$ cat src/shared/psw_pkg.sv
// constants and types for the serial port power-save wake block
`default_nettype none
package psw_pkg;
  // power-save configurations
  typedef enum logic [1:0] {
    PS_OFF    = 2'h0,
    PS_CYCLIC = 2'h1,
    PS_RTS    = 2'h2,
    PS_RSVD   = 2'h3
  } ps_cfg_t;

  // power state
  typedef enum logic [1:0] {
    ST_ACTIVE = 2'h0,
    ST_IDLE   = 2'h1,
    ST_WAKING = 2'h2
  } pwr_state_t;

  localparam int unsigned CLK_HZ       = 10000000;
  localparam int unsigned WAKE_TIME_MS = 20;
  // 20 ms at 10 MHz = 200000 cycles, a top-level parameter default
  localparam int unsigned WAKE_CYCLES  = (WAKE_TIME_MS * (CLK_HZ / 1000));
  localparam int unsigned WAKE_CNT_W   = 18;
  localparam logic [7:0]  DATA_RESET   = 8'h00;
  localparam logic [1:0]  CFG_RESET    = 2'h0;
  localparam int unsigned BUF_DEPTH    = 2;
endpackage : psw_pkg
`default_nettype wire

$ cat src/rtl/uart_power_save_wake.sv
// serial port power-save, flow-control gating and idle wake-up
`default_nettype none

// Behaviour
// [RL1] flow control on, request off: hold outgoing
// [RL2] flow control off: transmit regardless, may lose
// [RL3] host holds data until active mode
// [RL4] mode 1 no flow: data edge wakes, 20ms
// [RL5] waking character dropped; data valid after wake
// [RL6] mode 2 refuses flow control
// [RL7] mode 2 request on forces active
// [RL8] mode 2 request turning on wakes, 20ms
// [RL9] mode 2 request off: data edge wakes
// [RL10] mode 0 never idle, port enabled
// [RL11] mode 0 clear-to-send held on
// [RL12] reset selects mode 0
// [RL13] mode 0 receives all host data
module uart_power_save_wake #(
  parameter int unsigned WAKE_CYCLES = psw_pkg::WAKE_CYCLES
) (
  // clock and reset
  input  wire logic       clk_sys,
  input  wire logic       rst,
  // configuration commands (one-cycle strobes)
  input  wire logic       power_save_config_cmd,
  input  wire logic [1:0] power_save_cfg,
  input  wire logic       flow_control_on_cmd,
  input  wire logic       flow_control_off_cmd,
  // idle request from the rest of the module
  input  wire logic       idle_req,
  // serial line levels (rts_n low = ON)
  input  wire logic       rts_n,
  input  wire logic       txd_in,
  output logic            cts_n,
  // received characters from the deserialiser
  input  wire logic       rx_valid,
  input  wire logic [7:0] rx_data,
  output logic            rx_out_valid,
  output logic [7:0]      rx_out_data,
  // outgoing characters toward the serialiser
  input  wire logic       tx_valid,
  output logic            tx_ready,
  input  wire logic [7:0] tx_data,
  output logic            tx_out_valid,
  input  wire logic       tx_out_ready,
  output logic [7:0]      tx_out_data,
  // status
  output logic            port_enabled,
  output logic            is_idle,
  output logic            cfg_refused
);

  ////////////////////////////////////////////////////////////////////////////
  // configuration
  logic [1:0]           cfg_r;
  logic                 flow_r;
  logic                 refused_r;
  logic                 rts_prev_r;
  logic                 txd_prev_r;
  psw_pkg::pwr_state_t  state_r;
  psw_pkg::pwr_state_t  state_nxt;
  logic [psw_pkg::WAKE_CNT_W-1:0] cnt_r;

  wire rts_on      = ~rts_n;
  wire mode0       = (cfg_r == psw_pkg::PS_OFF);
  wire mode2       = (cfg_r == psw_pkg::PS_RTS);
  wire cfg_legal   = (power_save_cfg != psw_pkg::PS_RSVD);
  // mode 2 with flow control on is not applicable: refuse either order
  // a flow-on strobe in the same cycle counts as flow control already on
  wire flow_on_now = flow_r || flow_control_on_cmd;
  wire cfg_bad     = power_save_config_cmd &&
                     (((power_save_cfg == psw_pkg::PS_RTS) && flow_on_now) || !cfg_legal); // see [RL6]
  wire flow_bad    = flow_control_on_cmd && mode2;                                  // see [RL6]
  wire cfg_take    = power_save_config_cmd && !cfg_bad;
  wire flow_take   = flow_control_on_cmd && !flow_bad;

  // settings change only on accepted commands
  always_ff @(posedge clk_sys) begin
    if (rst) begin
      cfg_r     <= psw_pkg::CFG_RESET;                 // see [RL12]
      flow_r    <= 1'b0;
      refused_r <= 1'b0;
    end else begin
      if (cfg_take)
        cfg_r <= power_save_cfg;
      if (flow_take)
        flow_r <= 1'b1;
      else if (flow_control_off_cmd)
        flow_r <= 1'b0;
      refused_r <= cfg_bad | flow_bad;
    end
  end

  ////////////////////////////////////////////////////////////////////////////
  // wake sources
  wire txd_rise   = txd_in & ~txd_prev_r;
  wire rts_fall   = rts_on & ~rts_prev_r;              // OFF-to-ON, high-to-low
  // flow-controlled mode 1 does not wake on data; the host holds it instead
  wire wake_txd   = txd_rise && ((cfg_r == psw_pkg::PS_CYCLIC) && !flow_r ||  // see [RL4]
                                 mode2 && !rts_on);                         // see [RL9]
  wire wake_rts   = mode2 && rts_fall;                                     // see [RL8]
  wire wake_any   = wake_txd | wake_rts;
  // idle allowed only outside mode 0 and outside mode 2 with request on
  wire idle_ok    = idle_req && !mode0 && !(mode2 && rts_on);             // see [RL7] see [RL10]
  localparam int unsigned WAKE_CNT_W = psw_pkg::WAKE_CNT_W;
  wire cnt_done   = (cnt_r == WAKE_CNT_W'(WAKE_CYCLES - 1));

  // power state machine
  always_comb begin
    state_nxt = state_r;
    unique case (state_r)
      psw_pkg::ST_ACTIVE: begin
        if (idle_ok)
          state_nxt = psw_pkg::ST_IDLE;
      end
      psw_pkg::ST_IDLE: begin
        if (mode0 || (mode2 && rts_on && !rts_fall))
          state_nxt = psw_pkg::ST_ACTIVE;           // forced, see [RL7] see [RL10]
        else if (wake_any)
          state_nxt = psw_pkg::ST_WAKING;           // see [RL4] see [RL8] see [RL9]
      end
      psw_pkg::ST_WAKING: begin
        if (cnt_done || mode0)
          state_nxt = psw_pkg::ST_ACTIVE;
      end
      default: state_nxt = psw_pkg::ST_ACTIVE;
    endcase
  end

  // state, edge history and the wake timer
  always_ff @(posedge clk_sys) begin
    if (rst) begin
      state_r    <= psw_pkg::ST_ACTIVE;
      cnt_r      <= '0;
      rts_prev_r <= 1'b0;
      txd_prev_r <= 1'b0;
    end else begin
      state_r    <= state_nxt;
      rts_prev_r <= rts_on;
      txd_prev_r <= txd_in;
      if (state_r == psw_pkg::ST_WAKING && !cnt_done)
        cnt_r <= cnt_r + 1'b1;                      // 20 ms wake time, see [RL4]
      else
        cnt_r <= '0;
    end
  end

  ////////////////////////////////////////////////////////////////////////////
  // port enable and clear-to-send
  wire active     = (state_r == psw_pkg::ST_ACTIVE);

  // mode 2, request off: a data edge re-opens the port until idle returns;
  // without it the port would open only to send and the host's next
  // characters after the wake time would be dropped
  logic reen_r;
  wire  reen_set  = wake_txd && mode2;                          // see [RL9]
  wire  reen_clr  = !mode2 || rts_on || (state_nxt == psw_pkg::ST_IDLE);
  always_ff @(posedge clk_sys) begin
    if (rst)
      reen_r <= 1'b0;
    else if (reen_set)
      reen_r <= 1'b1;                                           // set wins over clear
    else if (reen_clr)
      reen_r <= 1'b0;
  end

  // mode 2 with request off keeps the port off except to send or after a data edge
  wire port_en    = mode0 || (active && !(mode2 && !rts_on)) ||
                    (mode2 && active && (tx_out_valid || reen_r)); // see [RL10] see [RL9]
  assign port_enabled = port_en;
  assign is_idle      = (state_r != psw_pkg::ST_ACTIVE);
  assign cfg_refused  = refused_r;
  // low = ON; flow control shows enable, otherwise always ON
  assign cts_n = flow_r ? ~(mode0 | active) : 1'b0;             // see [RL11]

  ////////////////////////////////////////////////////////////////////////////
  // receive path: nothing recognised until fully awake, so the waking
  // character and anything inside the wake time are dropped
  logic       rxv_r;
  logic [7:0] rxd_r;
  wire rx_accept = rx_valid && (mode0 || active) && port_en;    // see [RL5] see [RL13] see [RL3]
  always_ff @(posedge clk_sys) begin
    if (rst) begin
      rxv_r <= 1'b0;
      rxd_r <= psw_pkg::DATA_RESET;
    end else begin
      rxv_r <= rx_accept;
      if (rx_accept)
        rxd_r <= rx_data;
    end
  end
  assign rx_out_valid = rxv_r;
  assign rx_out_data  = rxd_r;

  ////////////////////////////////////////////////////////////////////////////
  // transmit path: two-entry buffer; with flow control the host's
  // request-to-send stalls the drain, without it characters go out anyway
  logic [7:0] buf_r [psw_pkg::BUF_DEPTH];
  logic       wp_r;
  logic       rp_r;
  logic [1:0] fill_r;
  wire buf_empty = (fill_r == 2'h0);
  wire buf_full  = (fill_r == 2'h2);
  wire drain_ok  = flow_r ? rts_on : 1'b1;                      // see [RL1] see [RL2]
  wire push      = tx_valid && !buf_full;
  wire pop       = tx_out_valid && tx_out_ready;
  assign tx_ready     = !buf_full;
  assign tx_out_valid = !buf_empty && drain_ok;
  assign tx_out_data  = buf_r[rp_r];

  // pointers and fill count
  always_ff @(posedge clk_sys) begin
    if (rst) begin
      wp_r   <= 1'b0;
      rp_r   <= 1'b0;
      fill_r <= 2'h0;
      buf_r[0] <= psw_pkg::DATA_RESET;
      buf_r[1] <= psw_pkg::DATA_RESET;
    end else begin
      if (push) begin
        buf_r[wp_r] <= tx_data;
        wp_r        <= ~wp_r;
      end
      if (pop)
        rp_r <= ~rp_r;
      fill_r <= fill_r + {1'b0, push} - {1'b0, pop};
    end
  end

endmodule : uart_power_save_wake
`default_nettype wire

$ cat config.mk
export PLATFORM = sky130hd
export DESIGN_NAME = uart_power_save_wake
export DESIGN_NICKNAME = d
export VERILOG_FILES = /design/src/shared/psw_pkg.sv /design/src/rtl/uart_power_save_wake.sv
export SDC_FILE = /design/constraint.sdc
export NUM_CORES = 1
export LEC_CHECK = 0
export ABC_AREA = 0
export BUFFER_PORTS_ARGS = -buffer_cell sky130_fd_sc_hd__buf_2
export CORE_MARGIN = 1.5
export CORE_UTILIZATION = 55
export DETAILED_ROUTE_END_ITERATION = 12
export MAX_ROUTING_LAYER = met4
export PLACE_DENSITY = 0.9
export RECOVER_POWER = 100
export SYNTH_ARGS = -nofsm -noshare
export SYNTH_HDL_FRONTEND = slang
export SYNTH_SLANG_ARGS = --single-unit
$ cat constraint.sdc
create_clock -name clk_sys -period 3.7 [get_ports clk_sys]
set_clock_uncertainty 0.2 [all_clocks]
set_input_delay 0.37 -clock clk_sys [delete_from_list [all_inputs] [get_ports clk_sys]]
set_output_delay 0.37 -clock clk_sys [all_outputs]
set_load 0.01 [all_outputs]
==> results of run 1 <==
[per-layer routing]
layer | up-vias | part of all wire (%)
met5 | - | 0
met4 | 0 | 2.5
met3 | 9 | 4.2
met2 | 42 | 49
met1 | 884 | 44
li1 | 942 | -
[cell families after synthesis]
family                   Yosys count
adder cells (fa/ha/maj)            3
multiplexers                      17
XOR/XNOR                          19
AND/OR/NAND/NOR                  107
flip-flops                        57
buffers and inverters             10
AO/OA/AOI/OAI                     22
[placed cells by master (no fill, tap or decap), drive strengths merged, types with 8 or more instances in the layout]
cell,n
dfxtp,41
clkbuf,39
nor2,36
buf,28
and2,19
edfxtp,16
xnor2,10
xor2,9
mux2i,9
nand3,8
mux2,8
[cells in the mapped netlist, types with 2 or more instances]
cell type	count	area, µm²
nor3_1	5	25.0
nand2_1	6	22.5
clkbuf_1	3	11.3
or2_2	2	12.5
and4_1	2	17.5
nor2b_1	3	18.8
inv_1	4	15.0
nand3b_1	2	15.0
mux2i_1	9	90.1
nor4_1	4	25.0
xor2_1	9	78.8
o21ai_0	5	25.0
a21oi_1	7	35.0
ha_1	3	37.5
o311ai_0	2	17.5
dfxtp_1	41	821
nand2b_1	4	25.0
and2_1	18	113
nand4_1	6	37.5
or3_1	2	12.5
nand3_1	8	40.0
a2bb2oi_1	2	17.5
nor2_1	36	135
mux2_2	8	90.1
edfxtp_1	16	480
xnor2_1	10	87.6
[report_power, final]
group          internal [µW]  total (µW)  switching (µW)
Combinational            111         235             124
Sequential               700         734            34.2
Clock                    366         595             229
Total                   1180        1560             387
[stage by stage]
step	worst slack (ns)	utilization, %	power, µW	instances
6_report	1.36	67.4	1560	350
5_1_grt	1.15	67.4	1630	350
4_1_cts	1.44	68.3	1590	350
3_5_place_dp	1.45	63.5	997	334
3_3_place_gp	1.49	63.5	984	334
2_1_floorplan	1.59	-	905	235
[sequential cells by signal, indices dropped and copies added, names as in the netlist, named ones only]
register / cells
reen_r: 1
cfg_refused: 1
rx_out_data: 8
state_r: 2
cfg_r: 2
wp_r: 1
fill_r: 2
txd_prev_r: 1
flow_r: 1
buf_r: 16
cnt_r: 18
rp_r: 1
rx_out_valid: 1
rts_prev_r: 1
[cell type report]
cell class / instances / area [µm²] / area share, %
multi-input cells: 168 / 1110 / 37.9
clock inverters: 2 / 35.0 / 1.19
well taps: 52 / 65.1 / 2.22
flip-flops and latches: 57 / 1300 / 44.3
clock buffers: 14 / 173 / 5.88
inverters: 4 / 15.0 / 0.512
repair buffers: 53 / 234 / 7.97
[path summary, 6_finish.rpt]
path,start,end,slack (ns),cells after the start
setup / recovery,rst,buf_r[1][1],1.36,3
hold / removal,txd_in,txd_prev_r,0.07,2
setup reg to reg,fill_r[0],buf_r[1][1],1.37,4
hold reg to reg,cnt_r[0],cnt_r[0],0.28,1
==> flow_summary.ini, run 1 <==
[floorplan]
start_util_pct = 56.8
core_area_um2 = 4350
ioPinCount = 52
die_x_um = 70.0
dieArea_um2 = 4910
rows = 24
fp.dieH_um = 70.0

[pwr]
power_leakage_uw = 0.00112
irDropWorstVdd_mv = 0.258
cellPowerDensity_nw_per_um2 = 533

[run_status]
status = completed

[global_route]
grt_pass1_vias = 1689
overflow = 0
grt_util_met1_pct = 22.9
grtUsageMet3_pct = 5.05
grt_antenna_before_repair = 0
grt_max_degree = 28
met2_usage_pct = 32.3
grt_pass1_wl_um = 7490
top_usage_layer = met2
grt_usage_pct = 20.3

[critical_path]
cp.arrival_ns = 2.11
cp_slowest_cell = nor3b_1
critical-path-top-delay-family = simple AND/OR/NAND/NOR gates
worstPathMaxFanout = 27
slowest_delay_ns = 0.78
worstSetupPathType = in -> reg
cp-start-kind = primary input
crit_chain = clkbuf_1 -> nor3b_1 -> or2_0
critPathCaptureType = flip-flop
critPathBufInv = 1
required_ns = 3.47

[place]
io_buffers = 51
placed_area_um2 = 2770
hpwl_um = 3250
gp_congestion = 0.793

[layout]
n_fill_cell = 335
syn2layout_area_growth_pct = 18.7
drive_gt1_share_pct = 18.5
fin_area_um2 = 2930
final_nets = 325
antennaDiodeCount = 0

[synth]
avgSynthCellArea_um2 = 10.5
synth_compound_area_share_pct = 6.17
netlist_instances = 235
synthSimpleGateAreaFrac_pct = 23.4
synthAdderAreaFrac_pct = 1.52
syn-num-nets = 267
synth_flop_cell = dfxtp_1
ys_async_sr_fraction_pct = 0
ys_types = 44
synth_mux_area_share_pct = 7.29
yosysSeqAreaShare_pct = 52.6
synth_edf_count = 16
synth_top_family_by_area = simple AND/OR/NAND/NOR gates
netlist_area_um2 = 2470
synth_seq_cells = 57
synth_warnings = 0
synth-xor-area-share_pct = 6.73

[clock_tree]
htreeDepth = 3
clk_transition_reported_paths_ns = 0.06
clockBufferDepth = 2
cts.sinks = 57
clockRootBuffer = clkbuf_8
insertion_delay_ns = 0.33
cts_tree = done
cts_hold_buf = 0
cts.repair.resized = 0
cts_setup_buffers = 0
cts_buffers = 9

[worst_hold_path]
hold_path_class = in -> reg

[drt]
ant_nets = 0
vias = 1877
via_per_inst = 5.36
drt_iter0_markers = 137
drc_errors = 0
wirelength_um = 4530
wire_per_inst_um = 13.0
firstDrtPassIters = 4

[sta]
rsz0062_at_grt = no
fin_crit_ns = 2.34
tightest_slew_ns = 1.11
slew_viol_final = 0
fin_crit_sh_pct = 63.2
setup_viol = 0
hold_ws_ns = 0.0714
hold_viol = 0
fmax_ghz = 0.428
fin_setup_tns_ns = 0
relSlewSlack_pct = 26.0

[job]
max_cap_violations = 0
Power figures use the tool's default switching activity.
==> run 2: changes to the inputs <==
--- a/config.mk
+++ b/config.mk
@@ -8,10 +8,10 @@
 export ABC_AREA = 0
 export BUFFER_PORTS_ARGS = -buffer_cell sky130_fd_sc_hd__buf_2
 export CORE_MARGIN = 1.5
-export CORE_UTILIZATION = 55
+export CORE_UTILIZATION = 48
 export DETAILED_ROUTE_END_ITERATION = 12
 export MAX_ROUTING_LAYER = met4
-export PLACE_DENSITY = 0.9
+export PLACE_DENSITY = 0.84
 export RECOVER_POWER = 100
 export SYNTH_ARGS = -nofsm -noshare
 export SYNTH_HDL_FRONTEND = slang
==> constraint.sdc (replaced) <==
create_clock -name clk_sys -period 2.06 [get_ports clk_sys]
set_clock_uncertainty 0.2 [all_clocks]
set_input_delay 0.206 -clock clk_sys [delete_from_list [all_inputs] [get_ports clk_sys]]
set_output_delay 0.206 -clock clk_sys [all_outputs]
set_load 0.01 [all_outputs]
==> run 2 against run 1 <==
Via count increased by 9.3%; critical endpoint is now cnt_r[3]; global-route usage increased by 1.2 points; register-to-register slack got worse by 1.3 ns.
==> flow_summary.ini, run 2 (same netlist as run 1, synthesis figures left out) <==
[global_route]
grt_max_degree = 28
grt_usage_pct = 21.5
grt_pass1_wl_um = 8640
overflow = 0
grt_antenna_before_repair = 0
grt_pass1_vias = 2014

[sta]
tightest_slew_ns = 0.781
rsz0062_at_grt = yes
fmax_ghz = 0.492
setup_viol = 0
fin_crit_sh_pct = 98.7
hold_viol = 0
slew_viol_final = 0
fin_crit_ns = 2.03
relSlewSlack_pct = 47.5

[layout]
mostFrequentLayoutCell = dfxtp_1
drive_gt1_share_pct = 21.0
fin_area_um2 = 3280
final_cell_mix = 40 x dfxtp_1, 36 x nor2_1, 30 x clkbuf_1, 26 x buf_2, 24 x dlygate4sd3_1
antennaDiodeCount = 0
top_register = cnt_r
largest_reg_flops = 18
final_nets = 361
syn2layout_area_growth_pct = 32.6

[pwr]
cellPowerDensity_nw_per_um2 = 856
totalPowerFinal_uw = 2810
power_leakage_uw = 0.00127
irDropWorstVdd_mv = 0.634

[critical_path]
cp-start-kind = flip-flop
reg2reg_to = cnt_r[3]
worstPathMaxFanout = 9
rrSetupSlack_ns = 0.03
reg2regPathDepth = 5
required_ns = 2.09
r2r-start = cnt_r[13]
critPathCaptureType = flip-flop
worstSetupPathType = reg -> reg
cp.arrival_ns = 2.06

[clock_tree]
htreeDepth = 3
insertion_delay_ns = 0.34
cts_buffers = 9
clk_transition_reported_paths_ns = 0.06
cts_tree = done
cts.sinks = 57
clockBufferDepth = 2
clockRootBuffer = clkbuf_8

[drt]
via_per_inst = 5.12
wire_per_inst_um = 13.7
ant_nets = 0
drc_errors = 0
firstDrtPassIters = 4
vias = 2052
wirelength_um = 5480
drt_iter0_markers = 108

[floorplan]
fp.dieH_um = 74.8
ioPinCount = 52
die_x_um = 74.8
rows = 25
start_util_pct = 51.0
core_area_um2 = 4850
dieArea_um2 = 5590

[worst_hold_path]
hold_end = state_r[0]
worstHoldPathCells = 4
hp-start = idle_req
hold_path_class = in -> reg

[place]
gp_congestion = 0.843
hpwl_um = 3550
placed_area_um2 = 2880
io_buffers = 51

[run_status]
status = completed

[job]
max_cap_violations = 0
==> run 2: through the flow <==
step | utilization [%] | setup TNS, ns | hold WS [ns] | setup slack [ns] | cells
finish | 67.6 | 0 | 0.0534 | 0.0262 | 401
global route | 67.6 | -0.319 | 0.0734 | -0.0268 | 401
CTS | 68.4 | 0 | 0.0565 | 0.0172 | 401
detailed placement | 59.5 | 0 | 0.250 | 0.0295 | 361
global placement | 59.5 | 0 | 0.237 | 0.0830 | 361
floorplan | - | 0 | 0.0784 | 0.000853 | 235
==> run 2: how the worst max path moves through the flow <==
| stage | slack, ns | cells after the start | endpoint | from |
|---|---|---|---|---|
| 6_report | 0.03 | 5 | cnt_r[3] | cnt_r[13] |
| 2_1_floorplan | 0.0009 | 5 | cnt_r[16] | cnt_r[13] |
| 3_5_place_dp | 0.03 | 5 | cnt_r[17] | cnt_r[13] |
| 4_1_cts | 0.02 | 5 | cnt_r[3] | cnt_r[13] |
| 5_1_grt | -0.03 | 5 | cnt_r[2] | cnt_r[13] |
| 3_3_place_gp | 0.08 | 5 | cnt_r[11] | cnt_r[13] |
==> run 2: what timing repair did <==
action	4_1_cts	5_1_grt
hold buffers	24	0
endpoints found under the hold margin	30	0
resized for setup	0	2
setup endpoints to repair	0	19
buffers inserted	0	0
==> run 2: final cells by class <==
| cell class | instances | area, µm² |
|---|---|---|
| Clock inverter | 2 | 10.0 |
| Tap cell | 67 | 83.8 |
| Sequential cell | 57 | 1300 |
| Inverter | 4 | 15.0 |
| Fill cell | 393 | 1570 |
| Timing Repair Buffer | 89 | 556 |
| Multi-Input combinational cell | 168 | 1130 |
| Clock buffer | 14 | 184 |
==> run 2: power breakdown <==
| part | switching, µW | total (µW) | internal (µW) |
|---|---|---|---|
| registers | 67.9 | 1320 | 1260 |
| logic | 243 | 489 | 246 |
| clock network | 420 | 992 | 572 |
==> run 2: metal layers <==
layer  up-vias  GRT usage [%]  share of wire (%)
li1       1021              -                  -
met1       957           23.7                 42
met2        58           35.7                 51
met3        16           7.23                4.4
met4         0           9.29                3.0
met5         -              -                  0
==> run 2: critical path, stage by stage (launching register included) <==
cell and delay (ns):
dfxtp_2 0.32, or4b_1 0.52, or4_4 0.45, o211ai_4 0.20, buf_4 0.19, nor2_1 0.06
